### src/inc/gpio_irq_led_pkg.sv
// package: register map, field layout and types for the gpio interrupt and led select block
package gpio_irq_led_pkg;
	localparam int          ADDR_W           = 12;
	localparam int          PIN_COUNT        = 12;
	localparam int          LED_COUNT        = 8;
	localparam logic [11:0] LED_PIN_CONFIG_ADDR     = 12'h1BC;
	localparam logic [11:0] GPIO_IRQ_ADDR    = 12'h1E8;
	localparam logic [11:0] SYS_IRQ_ADDR     = 12'h1F0;
	localparam logic [11:0] SYS_EN_ADDR      = 12'h1F4;
	localparam int          IRQ_STS_LSB      = 0;
	localparam int          IRQ_EN_LSB       = 16;
	localparam int          LED_SEL_LSB      = 0;
	localparam int          LED_FUN_LSB      = 8;
	localparam int          SYS_GPIO_BIT     = 12;
	localparam logic [11:0] IRQ_STS_RESET    = 12'h000;
	localparam logic [11:0] IRQ_EN_RESET     = 12'h000;
	localparam logic        SYS_EN_RESET     = 1'b0;
	localparam int          MIN_LEVEL_NS     = 40;
	localparam int          CLK_PERIOD_NS    = 10;
	localparam int          MIN_LEVEL_CYC    = (MIN_LEVEL_NS + CLK_PERIOD_NS - 1)
		/ CLK_PERIOD_NS;

	typedef struct packed {
		logic [ADDR_W-1:0] addr;
		logic [31:0]       wdata;
		logic              wr;
		logic              rd;
	} reg_req_type;

	typedef struct packed {
		logic [1:0] func;
		logic [7:0] pin_sel;
	} led_pin_config_type;
endpackage : gpio_irq_led_pkg

### src/core/gpio_irq_led.sv
// gpio interrupt status/enable and led pin select registers
//
// What this block does
// - writing a one to a gpio interrupt status bit clears that bit, unless a qualified level sets it in the same cycle.
// - enabled, pending status bits are ORed into summary bit 12 of the system status.
// - status bits track their source whether or not the pin enable is set.
// - the interrupt pin asserts for gpio only when system enable bit 12 is set.
// - bits 27:16 hold twelve read/write per-pin enables, reset to zero.
// - bits 11:0 hold twelve per-pin status flags, reset to zero.
// - gpio interrupt inputs are level sensitive and must stand at least 40 ns.
// - led config bits 7:0 pick gpio (0) or led (1) use for the low eight pins.
// - led config bits 9:8 pick the led function, valid only on led-enabled pins.
// - led field defaults come from straps caught at reset release.
// - the eeprom loader may override the captured strap values after reset.
// - gpio interrupt register sits at 1E8h and led config at 1BCh.
//
// Chosen here: the plain strobed port.
`timescale 1ns/10ps
`default_nettype none
module gpio_irq_led (
	// clock and reset
	input  wire logic                          clock_i,
	input  wire logic                          rst_n_i,
	// register port
	input  wire gpio_irq_led_pkg::reg_req_type req_i,
	output logic [31:0]                        rdata_o,
	// gpio interrupt event levels from pin conditioning
	input  wire logic [11:0]                   gpio_event_i,
	// straps and eeprom loader override
	input  wire logic [1:0]                    indicator_function_strap_i,
	input  wire logic [7:0]                    indicator_select_strap_i,
	input  wire logic                          loader_valid_i,
	input  wire logic [1:0]                    loader_function_i,
	input  wire logic [7:0]                    loader_select_i,
	// outputs
	output logic [1:0]                         indicator_function_sel_o,
	output logic [7:0]                         indicator_pin_select_o,
	output logic [11:0]                        system_irq_status_o,
	output logic                               irq_o
);
	import gpio_irq_led_pkg::*;

	// address match, shared by every write and read decode
	function automatic logic hit(input logic [ADDR_W-1:0] a,
		input logic [ADDR_W-1:0] b);
		hit = (a == b);
	endfunction : hit

	// write strobe aimed at one register
	function automatic logic wr_hit(input reg_req_type r,
		input logic [ADDR_W-1:0] b);
		wr_hit = r.wr && hit(r.addr, b);
	endfunction : wr_hit

	// read strobe aimed at one register
	function automatic logic rd_hit(input reg_req_type r,
		input logic [ADDR_W-1:0] b);
		rd_hit = r.rd && hit(r.addr, b);
	endfunction : rd_hit

	// event path
	logic [11:0] ev_meta_q;
	logic [11:0] ev_sync_q;
	logic [11:0] ev_level;
	// interrupt registers
	logic [11:0] sts_q;
	logic [11:0] sts_clr;
	logic [11:0] en_q;
	logic        sys_en_q;
	logic        summary;
	// write decodes
	logic        wr_gpio;
	logic        wr_led;
	logic        wr_sys_en;
	// led configuration and strap capture
	led_pin_config_type strap_in_meta_q;
	led_pin_config_type strap_in_sync_q;
	led_pin_config_type led_q;
	logic [2:0]  strap_meta_q;
	logic        strap_done_q;
	logic        strap_take;
	// read path
	logic        rd_gpio;
	logic        rd_led;
	logic        rd_sys_sts;
	logic        rd_sys_en;
	logic [31:0] rdata_d;

	// pins are asynchronous: two flops before any use
	always_ff @(posedge clock_i or negedge rst_n_i) begin
		if (!rst_n_i) begin
			ev_meta_q <= '0;
		end else begin
			ev_meta_q <= gpio_event_i;
		end
	end

	// only this flop reads the first stage
	always_ff @(posedge clock_i or negedge rst_n_i) begin
		if (!rst_n_i) begin
			ev_sync_q <= '0;
		end else begin
			ev_sync_q <= ev_meta_q;
		end
	end

	// write decodes
	assign wr_gpio   = wr_hit(req_i, GPIO_IRQ_ADDR);
	assign wr_led    = wr_hit(req_i, LED_PIN_CONFIG_ADDR);
	assign wr_sys_en = wr_hit(req_i, SYS_EN_ADDR);

	// write-one-to-clear mask; zero bits leave status alone
	always_comb begin
		sts_clr = '0;
		if (wr_gpio) begin
			sts_clr = req_i.wdata[IRQ_STS_LSB +: PIN_COUNT];
		end
	end

	// per pin: a level must stand MIN_LEVEL_CYC synced cycles, so
	// glitches shorter than the minimum width never set a flag
	genvar g;
	generate
		for (g = 0; g < PIN_COUNT; g++) begin : g_level
			logic [2:0] cnt_q;

			always_ff @(posedge clock_i or negedge rst_n_i) begin
				if (!rst_n_i) begin
					cnt_q <= '0;
				end else if (!ev_sync_q[g]) begin
					cnt_q <= '0;
				end else if (cnt_q != 3'(MIN_LEVEL_CYC)) begin
					cnt_q <= cnt_q + 3'h1;
				end
			end

			assign ev_level[g] = (cnt_q == 3'(MIN_LEVEL_CYC));
		end
	endgenerate

	// per pin sticky flag; a set in the clearing cycle wins, so a
	// level that still stands is never lost
	generate
		for (g = 0; g < PIN_COUNT; g++) begin : g_flag
			logic flag_q;

			always_ff @(posedge clock_i or negedge rst_n_i) begin
				if (!rst_n_i) begin
					flag_q <= IRQ_STS_RESET[g];
				end else if (ev_level[g]) begin
					flag_q <= 1'b1;
				end else if (sts_clr[g]) begin
					flag_q <= 1'b0;
				end
			end

			assign sts_q[g] = flag_q;
		end
	endgenerate

	// enables are plain read/write bits
	always_ff @(posedge clock_i or negedge rst_n_i) begin
		if (!rst_n_i) begin
			en_q <= IRQ_EN_RESET;
		end else if (wr_gpio) begin
			en_q <= req_i.wdata[IRQ_EN_LSB +: PIN_COUNT];
		end
	end

	// system-level gpio enable
	always_ff @(posedge clock_i or negedge rst_n_i) begin
		if (!rst_n_i) begin
			sys_en_q <= SYS_EN_RESET;
		end else if (wr_sys_en) begin
			sys_en_q <= req_i.wdata[SYS_GPIO_BIT];
		end
	end

	// enables gate only the summary, never the status flags;
	// software still sees a disabled pin's event when it polls
	assign summary = |(sts_q & en_q);

	// straps are pins too and pass two flops like the gpio event inputs
	always_ff @(posedge clock_i or negedge rst_n_i) begin
		if (!rst_n_i) begin
			strap_in_meta_q <= '0;
		end else begin
			strap_in_meta_q.func    <= indicator_function_strap_i;
			strap_in_meta_q.pin_sel <= indicator_select_strap_i;
		end
	end

	// only this flop reads the first strap stage
	always_ff @(posedge clock_i or negedge rst_n_i) begin
		if (!rst_n_i) begin
			strap_in_sync_q <= '0;
		end else begin
			strap_in_sync_q <= strap_in_meta_q;
		end
	end

	// counts the first edges after reset release; by the third the
	// synced straps are settled and safe to capture
	always_ff @(posedge clock_i or negedge rst_n_i) begin
		if (!rst_n_i) begin
			strap_meta_q <= '0;
		end else begin
			strap_meta_q <= {strap_meta_q[1:0], 1'b1};
		end
	end

	always_ff @(posedge clock_i or negedge rst_n_i) begin
		if (!rst_n_i) begin
			strap_done_q <= 1'b0;
		end else if (strap_meta_q[2]) begin
			strap_done_q <= 1'b1;
		end
	end

	// one capture per reset release
	assign strap_take = strap_meta_q[2] && !strap_done_q;

	// precedence: strap capture, then loader override, then software;
	// a software write made before the capture is lost
	always_ff @(posedge clock_i or negedge rst_n_i) begin
		if (!rst_n_i) begin
			led_q <= '0;
		end else if (strap_take) begin
			led_q <= strap_in_sync_q;
		end else if (loader_valid_i) begin
			led_q.func    <= loader_function_i;
			led_q.pin_sel <= loader_select_i;
		end else if (wr_led) begin
			led_q.func    <= req_i.wdata[LED_FUN_LSB +: 2];
			led_q.pin_sel <= req_i.wdata[LED_SEL_LSB +: LED_COUNT];
		end
	end

	// read decodes
	assign rd_gpio    = rd_hit(req_i, GPIO_IRQ_ADDR);
	assign rd_led     = rd_hit(req_i, LED_PIN_CONFIG_ADDR);
	assign rd_sys_sts = rd_hit(req_i, SYS_IRQ_ADDR);
	assign rd_sys_en  = rd_hit(req_i, SYS_EN_ADDR);

	// reserved bits and unmapped addresses read as zero
	always_comb begin
		rdata_d = '0;
		if (rd_gpio) begin
			rdata_d[IRQ_STS_LSB +: PIN_COUNT] = sts_q;
			rdata_d[IRQ_EN_LSB +: PIN_COUNT]  = en_q;
		end else if (rd_led) begin
			rdata_d[LED_FUN_LSB +: 2]         = led_q.func;
			rdata_d[LED_SEL_LSB +: LED_COUNT] = led_q.pin_sel;
		end else if (rd_sys_sts) begin
			rdata_d[SYS_GPIO_BIT] = summary;
		end else if (rd_sys_en) begin
			rdata_d[SYS_GPIO_BIT] = sys_en_q;
		end
	end

	// read data stand for one cycle only, zero otherwise
	always_ff @(posedge clock_i or negedge rst_n_i) begin
		if (!rst_n_i) begin
			rdata_o <= '0;
		end else begin
			rdata_o <= rdata_d;
		end
	end

	// level output; follows status and enables one cycle later
	always_ff @(posedge clock_i or negedge rst_n_i) begin
		if (!rst_n_i) begin
			irq_o <= 1'b0;
		end else begin
			irq_o <= summary & sys_en_q;
		end
	end

	// copy of the gpio status flags
	always_ff @(posedge clock_i or negedge rst_n_i) begin
		if (!rst_n_i) begin
			system_irq_status_o <= '0;
		end else begin
			system_irq_status_o <= sts_q;
		end
	end

	// function only matters on pins chosen as led
	always_ff @(posedge clock_i or negedge rst_n_i) begin
		if (!rst_n_i) begin
			indicator_function_sel_o <= '0;
		end else begin
			indicator_function_sel_o <= led_q.func;
		end
	end

	// per-pin gpio or led choice
	always_ff @(posedge clock_i or negedge rst_n_i) begin
		if (!rst_n_i) begin
			indicator_pin_select_o <= '0;
		end else begin
			indicator_pin_select_o <= led_q.pin_sel;
		end
	end
endmodule : gpio_irq_led
`default_nettype wire

### config.mk
export PLATFORM = sky130hd
export DESIGN_NAME = gpio_irq_led
export DESIGN_NICKNAME = d
export VERILOG_FILES = /design/src/inc/gpio_irq_led_pkg.sv /design/src/core/gpio_irq_led.sv
export SDC_FILE = /design/constraint.sdc
export NUM_CORES = 1
export LEC_CHECK = 0
export ABC_AREA = 1
export BUFFER_PORTS_ARGS = -buffer_cell sky130_fd_sc_hd__buf_2
export CAP_MARGIN = 30
export CORE_MARGIN = 5
export CORE_UTILIZATION = 54
export DETAILED_ROUTE_END_ITERATION = 7
export HOLD_SLACK_MARGIN = 0.02
export PLACE_DENSITY = 0.82
export RECOVER_POWER = 50
export SETUP_SLACK_MARGIN = 0.02
export SKIP_LAST_GASP = 1
export SLEW_MARGIN = 20
export SYNTH_ARGS = -nofsm -noshare
export SYNTH_HDL_FRONTEND = slang
export SYNTH_SLANG_ARGS = --single-unit
### constraint.sdc
create_clock -name clock_i -period 1.2 [get_ports clock_i]
set_input_delay 0 -clock clock_i [delete_from_list [all_inputs] [get_ports clock_i]]
set_output_delay 0 -clock clock_i [all_outputs]
set_load 0.01 [all_outputs]
== Word-level counts from Yosys, hierarchy flattened ==
Index checks and enable logic that the tools add are counted.

* Output and inout bits: 55
* Word-level logic and storage cells: 178
* Register bits: 167
* Input port bits: 81

* Equal/unequal tests: 40
* Add/sub/neg operators: 12
* Bitwise logic cells: 2
* Reduce and logical (&&, ||, !) cells: 23
* Muxes and demuxes: 60

{| class="wikitable"
|+ Operators with widths
! kind !! count
|-
| 3-bit two-way mux || 24
|-
| 10-bit two-way mux || 5
|-
| 12-bit by 9-bit equality test with 1-bit output, second input constant || 4
|-
| 3-bit by 1-bit adder with 3-bit output, second input constant || 12
|-
| 3-bit equality test, second input constant || 12
|-
| 3-bit inequality test, second input constant || 12
|-
| 1-bit two-way mux || 28
|-
| 12-bit two-way mux || 2
|-
| 2-bit by 1-bit inequality test with 1-bit output, second input constant || 12
|-
| 2-bit nonzero test || 12
|-
| 12-bit AND || 1
|-
| 12-bit OR reduction || 1
|-
| 1-bit logical AND || 8
|-
| 3-bit nonzero test || 1
|-
| 2-bit two-way mux || 1
|-
| 1-bit AND || 1
|-
| 1-bit logical NOT || 1
|}

== Depth between registers and ports, before layout ==
Gate-level depths: netlist (run 1).

* Word-level depth: 6
* Mapped depth: 9
* Mapped depth without buffers: 9

== Worst setup path before layout (run 1) ==
No wires, ideal clock.

* Kind: reg-to-reg
* From: register strap_meta_q[2]
* To: register led_q[0] (netlist name)
* Required time: 1.134 ns
* Data arrival time: 1.015 ns
* Period minus slack after synthesis: 1.081 ns
* Stages on the path, launching flop included: 7
* Buffers on the path: 1
* Library setup time: 0.066 ns
* Path slack: 0.119 ns
* Path through: dfrtp_1 > inv_1 > nor2_1 > nor2_1 > buf_1 > nand3_1 > nand2_1

* Word-level cells in the longest chain between the ends: 2
* Elaborated cells on any way between the ends: 3
* Classes of those cells: 1 x mux; 2 x reduce/logical

{| class="wikitable"
|+ Ends and longest elaborated chain
! element !! RTL line !! source
|-
| from (decl) || gpio_irq_led.sv:79 || <nowiki>logic [2:0] strap_meta_q;</nowiki>
|-
| from (signal assigned) || gpio_irq_led.sv:208 || <nowiki>strap_meta_q <= {strap_meta_q[1:0], 1'b1};</nowiki>
|-
| 1-bit logical AND * || gpio_irq_led.sv:221 || <nowiki>assign strap_take = strap_meta_q[2] && !strap_done_q;</nowiki>
|-
| 3-bit nonzero test (no line) / 10-bit two-way mux (equally long branches) || n/a ||
|-
| to (signal assigned) || gpio_irq_led.sv:229 || <nowiki>led_q <= strap_in_sync_q;</nowiki>
|-
| to (decl) || gpio_irq_led.sv:78 || <nowiki>led_pin_config_type led_q;</nowiki>
|}

Mark *: on every way between the ends. The rest lies on a longest branch, timed or not.
A chain may end at the register's enable or synchronous reset.

== Worst setup path in the final report (run 1) ==
* From: register en_q[7]
* To: register rdata_o[12]

* Word-level cells in the longest chain between the ends: 5

{| class="wikitable"
|+ Ends and longest elaborated chain
! element !! RTL line !! source
|-
| from (decl) || gpio_irq_led.sv:68 || <nowiki>logic [11:0] en_q;</nowiki>
|-
| from (signal assigned) || gpio_irq_led.sv:166 || <nowiki>en_q <= req_i.wdata[IRQ_EN_LSB +: PIN_COUNT];</nowiki>
|-
| 12-bit AND || gpio_irq_led.sv:181 || <nowiki>assign summary = |(sts_q & en_q);</nowiki>
|-
| 12-bit OR reduction || gpio_irq_led.sv:181 ||
|-
| 1-bit two-way mux || gpio_irq_led.sv:254 || <nowiki>end else if (rd_sys_sts) begin</nowiki>
|-
| 1-bit two-way mux || gpio_irq_led.sv:251 || <nowiki>end else if (rd_led) begin</nowiki>
|-
| 1-bit two-way mux || gpio_irq_led.sv:248 || <nowiki>if (rd_gpio) begin</nowiki>
|-
| via rdata_d[12] || gpio_irq_led.sv:87 || <nowiki>logic [31:0] rdata_d;</nowiki>
|-
| to (signal assigned) || gpio_irq_led.sv:266 || <nowiki>rdata_o <= rdata_d;</nowiki>
|-
| to (decl) || gpio_irq_led.sv:26 || <nowiki>output logic [31:0] rdata_o,</nowiki>
|}

The timed path passes the listed nets, and every way through them passes these cells.

==> results.sh, run 1 <==
export IMPL_clk_latency_ns=0.42
export IMPL_rsz0062_at_grt="yes"
export IMPL_yosys_register_bits=167
export IMPL_vias=5321
export IMPL_grt_max_degree=60
export IMPL_drt_pass1_iterations=5
export IMPL_cts_tree="yes"
export IMPL_die_height_um=120
export IMPL_min_period_over_period_pct=101
export IMPL_avgSynthCellArea_um2=10.3
export IMPL_numCtsBuffers=17
export IMPL_finalHoldViolations=0
export IMPL_fin_skew_ns=0.00506
export IMPL_fp_row_count=40
export IMPL_final_nets=955
export IMPL_ant_nets=0
export IMPL_hp_start="loader_select_i[4]"
export IMPL_required_ns=1.52
export IMPL_drc=0
export IMPL_fin_area_um2=8710
export IMPL_area_growth_pct=32.3
export IMPL_path_max_fanout=3
export IMPL_hold_path_class="in2reg"
export IMPL_ios=136
export IMPL_grt_overflow_total=0
export IMPL_wirelength_um=16000
export IMPL_cellLeakagePower_nw=4.48
export IMPL_postSynthCellCount=641
export IMPL_ys_seq_area_share_pct=63.5
export IMPL_routedWlPerCell_um=15.9
export IMPL_endpoint_kind="flop"
export IMPL_grt_pass1_vias=5507
export IMPL_post_drt_via_cell_ratio=5.27
export IMPL_period_minus_slack_ns=1.21
export IMPL_initial_utilization_pct=55.0
export IMPL_reg2reg_to="rdata_o[12]$_DFF_PN0_"
export IMPL_drive_gt1_share_pct=26.2
export IMPL_h_tree_depth=4
export IMPL_root_buffer="clkbuf_16"
export IMPL_grt_use_total_pct=23.2
export IMPL_dieArea_um2=14500
export IMPL_drv_slew=0
export IMPL_grt_pass1_wl_um=26100
export IMPL_gp_congestion=0.846
export IMPL_core_area_um2=12000
export IMPL_dpl_cell_area_um2=7480
export IMPL_cts_buffer_depth=2
export IMPL_syn_area_um2=6580
export IMPL_worst_pin_slew_ns=0.804
export IMPL_power_density_nw_per_um2=1510
export IMPL_num_antenna_cells=0
export IMPL_clk_pin_slew_ns=0.06
export IMPL_die_x_um=120
export IMPL_io_buffer_count=121
export IMPL_hpwl_um=11000
export IMPL_ir_drop_mv=1.35
export IMPL_crit_arrival_ns=1.52
export IMPL_total_power_mw=13.1
export IMPL_outcome="complete, but fails checks"
export IMPL_drt_iter0_markers=621
export IMPL_critPathKind="reg2reg"
export IMPL_ys_types=25
export IMPL_crit_path_start_kind="flop"
export IMPL_holdWs_ns=0.0347
export IMPL_antenna_found_initial=0
export IMPL_r2r_cells=8
export IMPL_finalSetupViolations=1
export IMPL_drv_cap=0
export IMPL_rrSetupSlack_ns=-0.007
export IMPL_holdPathEnd="led_q[4]$_DFFE_PN0P_"
export IMPL_violations="setup timing"
export IMPL_worst_slack_ns=-0.00664
export IMPL_holdPathStages=7
export IMPL_slew_headroom_pct=46.4
export IMPL_r2r_start="en_q[7]$_DFFE_PN0P_"
export IMPL_max_freq_mhz=829
export IMPL_clock_sinks=167
export IMPL_yosys_warnings=0
what timing repair did:
| action | 4_1_cts | 5_1_grt |
|---|---|---|
| hold buffers | 53 | 0 |
| endpoints found under the setup margin | 4 | 25 |
| setup buffers | 3 | 5 |
| cloned | 0 | 1 |
| gates resized for setup | 3 | 29 |
| hold endpoints to repair | 220 | 0 |
| pin swaps | 0 | 11 |
routing by layer:
layer,up-vias,global-route usage [%],part of all wire (%)
li1,2467,-,-
met1,2602,27.4,39
met2,214,40.5,52
met5,-,0,0
met3,38,6.45,6.6
met4,0,8.43,2.2
placed cells by master (no fill, tap or decap), types with 3 or more instances in the layout:
cell / instances
a31oi_1: 12
nand4_1: 23
dfrtp_1: 167
buf_4: 24
ha_1: 19
clkbuf_8: 7
nor2_2: 3
bufinv_16: 3
nand2_2: 10
inv_2: 8
conb_1: 8
dlygate4sd3_1: 53
o21ai_0: 59
nor2_1: 24
nand2_1: 125
clkinv_2: 3
a21oi_1: 6
ha_2: 5
inv_1: 86
buf_2: 119
o21ai_1: 9
nand3_1: 44
o21ai_2: 12
clkbuf_16: 17
clkbuf_2: 3
worst max-delay path by stage:
stage | start | to | cells after the start
floorplan | strap_meta_q[2]$_DFF_PN0_ | led_q[0]$_DFFE_PN0P_ | 6
global placement | req_i[35] | rdata_o[19]$_DFF_PN0_ | 6
detailed placement | req_i[35] | rdata_o[11]$_DFF_PN0_ | 6
CTS | g_level[7].cnt_q[1]$_DFFE_PN0P_ | g_level[7].cnt_q[1]$_DFFE_PN0P_ | 6
global route | en_q[6]$_DFFE_PN0P_ | rdata_o[12]$_DFF_PN0_ | 8
finish | en_q[7]$_DFFE_PN0P_ | rdata_o[12]$_DFF_PN0_ | 8
power by group:
part           switching, mW  leakage (nW)  internal, mW
combinational          0.728          2.14         0.543
clock                   2.07         0.315          3.65
sequential             0.206          2.02          5.94
total                   3.01          4.48          10.1
cells by family after synthesis:
logic type | Yosys count | synth area share [%]
adders and majority gates | 24 | 4.56
and+or+nand+nor | 234 | 16.0
other | 2 | 0.114
DFF | 167 | 63.5
buffers and inverters | 116 | 7.51
AOI/OAI and AO/OA | 98 | 8.36
area by class of cell:
cell class                      instances  area [µm²]
Sequential cell                       167        4180
Clock inverter                          7         113
Inverter                               94         353
Multi-Input combinational cell        365        1970
Clock buffer                           25         526
Timing Repair Buffer                  205        1380
Fill cell                             765        3250
Tap cell                              147         184
per-stage QoR:
stage,cells,setup TNS [ns],setup slack (ns),util [%]
global placement,916,0,0.0539,62.6
floorplan,647,0,0.119,-
global route,1010,-0.208,-0.0815,72.8
finish,1010,-0.00664,-0.00664,72.8
CTS,1004,0,0.00308,72.6
detailed placement,916,-0.133,-0.0262,62.6
synthesized netlist by cell type:
library cell	count	area, µm²
nand3_4	1	17.5
nor2_2	1	6.26
conb_1	2	7.51
or2_2	1	6.26
clkbuf_1	5	18.8
nand3_1	44	220
dfrtp_1	167	4180
buf_4	8	60.1
nand2_2	5	31.3
nand4_1	23	144
a31oi_1	12	75.1
ha_1	24	300
o21ai_2	12	105
nor2_8	1	20.0
nand3_2	1	10.0
buf_2	5	25.0
inv_1	93	349
buf_1	1	3.75
o21ai_0	68	340
nor2_1	27	101
nor2_4	1	11.3
a21oi_1	6	30.0
nand2_1	129	484
buf_6	3	33.8
inv_2	1	3.75
registers in the layout, indices dropped and copies added (netlist names):
register,count
g_level.cnt_q,36
rdata_o,25
en_q,12
ev_meta_q,12
ev_sync_q,12
g_flag.flag_q,12
system_irq_status_o,12
led_q,10
strap_in_meta_q,10
strap_in_sync_q,10
indicator_pin_select_o,8
strap_meta_q,3
indicator_function_sel_o,2
irq_o,1
strap_done_q,1
sys_en_q,1
critical path: stages (launching register included):
cell     delay [ns]
dfrtp_1        0.42
nand2_1        0.07
nand2_1        0.05
nor2_1         0.14
nand2_1        0.12
nor2_2         0.13
nand2_1        0.06
nand2_1        0.07
inv_1          0.04
No activity file was read; power rests on OpenSTA's default activity.
==> inputs of run 2 (changes only) <==
PLACE_DENSITY = 0.79   (was 0.82)
==> run 2 against run 1 <==
Compared with the run above:
- the run now ends clean
- sequential share of layout area is 0.12 points lower
- clock power is essentially flat
- register-to-register slack better by 0.06 ns
- power fell by 0.23%
- die area did not move
- design area is 0.27% higher
- global-route usage shrank 0.91 points
- first-iteration DRC count down 47%
- utilization increased by 0.20 points
- count of clock-buffer cells in the layout shrank 5
- critical endpoint is now led_q[6]$_DFFE_PN0P_
- highest routed layer unchanged
==> results.sh, run 2 (synthesis gave the netlist of run 1 again) <==
export IMPL_root_buffer="clkbuf_16"
export IMPL_drv_cap=0
export IMPL_p_comb_share_pct=9.4
export IMPL_ir_drop_mv=1.18
export IMPL_drive_gt1_share_pct=25.2
export IMPL_clock_sinks=167
export IMPL_required_ns=1.56
export IMPL_crit_path_start_kind="flop"
export IMPL_grt_max_degree=44
export IMPL_routedWlPerCell_um=15.5
export IMPL_drc=0
export IMPL_path_max_fanout=8
export IMPL_top_regs="g_level.cnt_q x36, rdata_o x25"
export IMPL_grt_overflow_total=0
export IMPL_max_freq_mhz=871
export IMPL_cts_tree="yes"
export IMPL_ios=136
export IMPL_switching_share_pct=22.9
export IMPL_grt_use_total_pct=22.3
export IMPL_final_nets=957
export IMPL_worst_pin_slew_ns=0.647
export IMPL_finalSetupViolations=0
export IMPL_regMostFlops="g_level.cnt_q"
export IMPL_layout_common_cells="166 x dfrtp_1, 126 x nand2_1, 120 x buf_2"
export IMPL_grt_pass1_wl_um=25200
export IMPL_outcome="complete, no violations"
export IMPL_period_minus_slack_ns=1.15
export IMPL_fp_row_count=40
export IMPL_cellLeakagePower_nw=4.48
export IMPL_initial_utilization_pct=55.0
export IMPL_finalHoldViolations=0
export IMPL_clk_pin_slew_ns=0.06
export IMPL_largest_reg_flops=36
export IMPL_post_drt_via_cell_ratio=5.21
export IMPL_io_buffer_count=121
export IMPL_gp_congestion=0.858
export IMPL_power_density_nw_per_um2=1500
export IMPL_layoutNonFillerInstCount=1012
export IMPL_cts_buffer_depth=2
export IMPL_hpwl_um=10900
export IMPL_numCtsBuffers=17
export IMPL_dieArea_um2=14500
export IMPL_final_common_cell="dfrtp_1"
export IMPL_pwr_share_clk_pct=43.8
export IMPL_crit_arrival_ns=1.51
export IMPL_clk_latency_ns=0.42
export IMPL_die_x_um=120
export IMPL_r2r_cells=6
export IMPL_antenna_found_initial=0
export IMPL_min_period_over_period_pct=95.7
export IMPL_grt_pass1_vias=5393
export IMPL_drv_slew=0
export IMPL_slew_headroom_pct=56.9
export IMPL_endpoint_kind="flop"
export IMPL_dp_cells=917
export IMPL_h_tree_depth=4
export IMPL_vias=5268
export IMPL_wirelength_um=15600
export IMPL_power_frac_seq_pct=46.8
export IMPL_critPathKind="reg2reg"
export IMPL_ant_nets=0
export IMPL_drt_pass1_iterations=5
export IMPL_num_antenna_cells=0
export IMPL_fin_skew_ns=0.00400
export IMPL_area_growth_pct=32.7
export IMPL_die_height_um=120
export IMPL_holdWs_ns=0.0210
export IMPL_drt_iter0_markers=329
export IMPL_p_sw_mw=3.00
export IMPL_hold_path_class="in2async"
export IMPL_core_area_um2=12000
export IMPL_internal_power_mw=10.1
## run 2: power groups by stage
stage | Clock (mW) | Sequential (mW) | Combinational (mW)
CTS | 5.82 | 6.13 | 1.20
detailed placement | 0 | 6.23 | 1.06
floorplan | 0 | 6.19 | 0.570
global placement | 0 | 6.20 | 0.956
global route | 6.05 | 6.17 | 1.40
finish | 5.74 | 6.14 | 1.23
## run 2: stage by stage
step                      utilization [%]  area, µm²  power, mW  setup WS, ns  setup TNS [ns]
after detailed placement             62.7       7500       7.29       -0.0342          -0.136
after global routing                 73.0       8730       13.6     -0.000142       -0.000142
after floorplan                         -       6610       6.76         0.119               0
final                                73.0       8730       13.1        0.0521               0
after global placement               62.7       7500       7.16        0.0438               0
after CTS                            72.5       8680       13.2        0.0217               0
## run 2: path summary, 6_finish.rpt
path	startpoint	end	slack [ns]
setup / recovery	strap_meta_q[2]$_DFF_PN0_	led_q[6]$_DFFE_PN0P_	0.05
hold / removal	rst_n_i	strap_in_meta_q[9]$_DFF_PN0_	0.02
setup reg to reg	strap_meta_q[2]$_DFF_PN0_	led_q[6]$_DFFE_PN0P_	0.05
hold reg to reg	strap_meta_q[0]$_DFF_PN0_	strap_meta_q[1]$_DFF_PN0_	0.35
max in group asynchronous	rst_n_i	rdata_o[10]$_DFF_PN0_	0.29
min in group clock_i	loader_select_i[4]	led_q[4]$_DFFE_PN0P_	0.04
## run 2: cell type report
cell class / count / area [µm²]
fillers: 828 / 3230
clock buffers: 20 / 467
repair buffers: 208 / 1410
well taps: 147 / 184
inverters: 94 / 353
multi-input cells: 364 / 1970
flip-flops and latches: 167 / 4180
clock inverters: 12 / 173
## run 2: worst max-delay path: stages (launching register included)
cell and delay (ns):
dfrtp_1 0.38, inv_1 0.09, nor2_4 0.05, buf_4 0.15, o21ai_0 0.27, nand2_1 0.09, nand2_1 0.06
## run 2: repair_timing
action	CTS	global route
pin swaps	0	4
hold endpoints to repair	223	0
gates resized for setup	1	19
buffers inserted	0	10
endpoints found under the setup margin	1	24
hold buffers	53	0
## run 2: layer usage
metal / vias up / wire, µm / track usage [%]
met1: 2531 / 6060 / 27.0
met2: 220 / 8050 / 38.0
met3: 44 / 1010 / 4.72
met4: 0 / 516 / 10.6
met5: - / 0 / 0
li1: 2473 / - / -
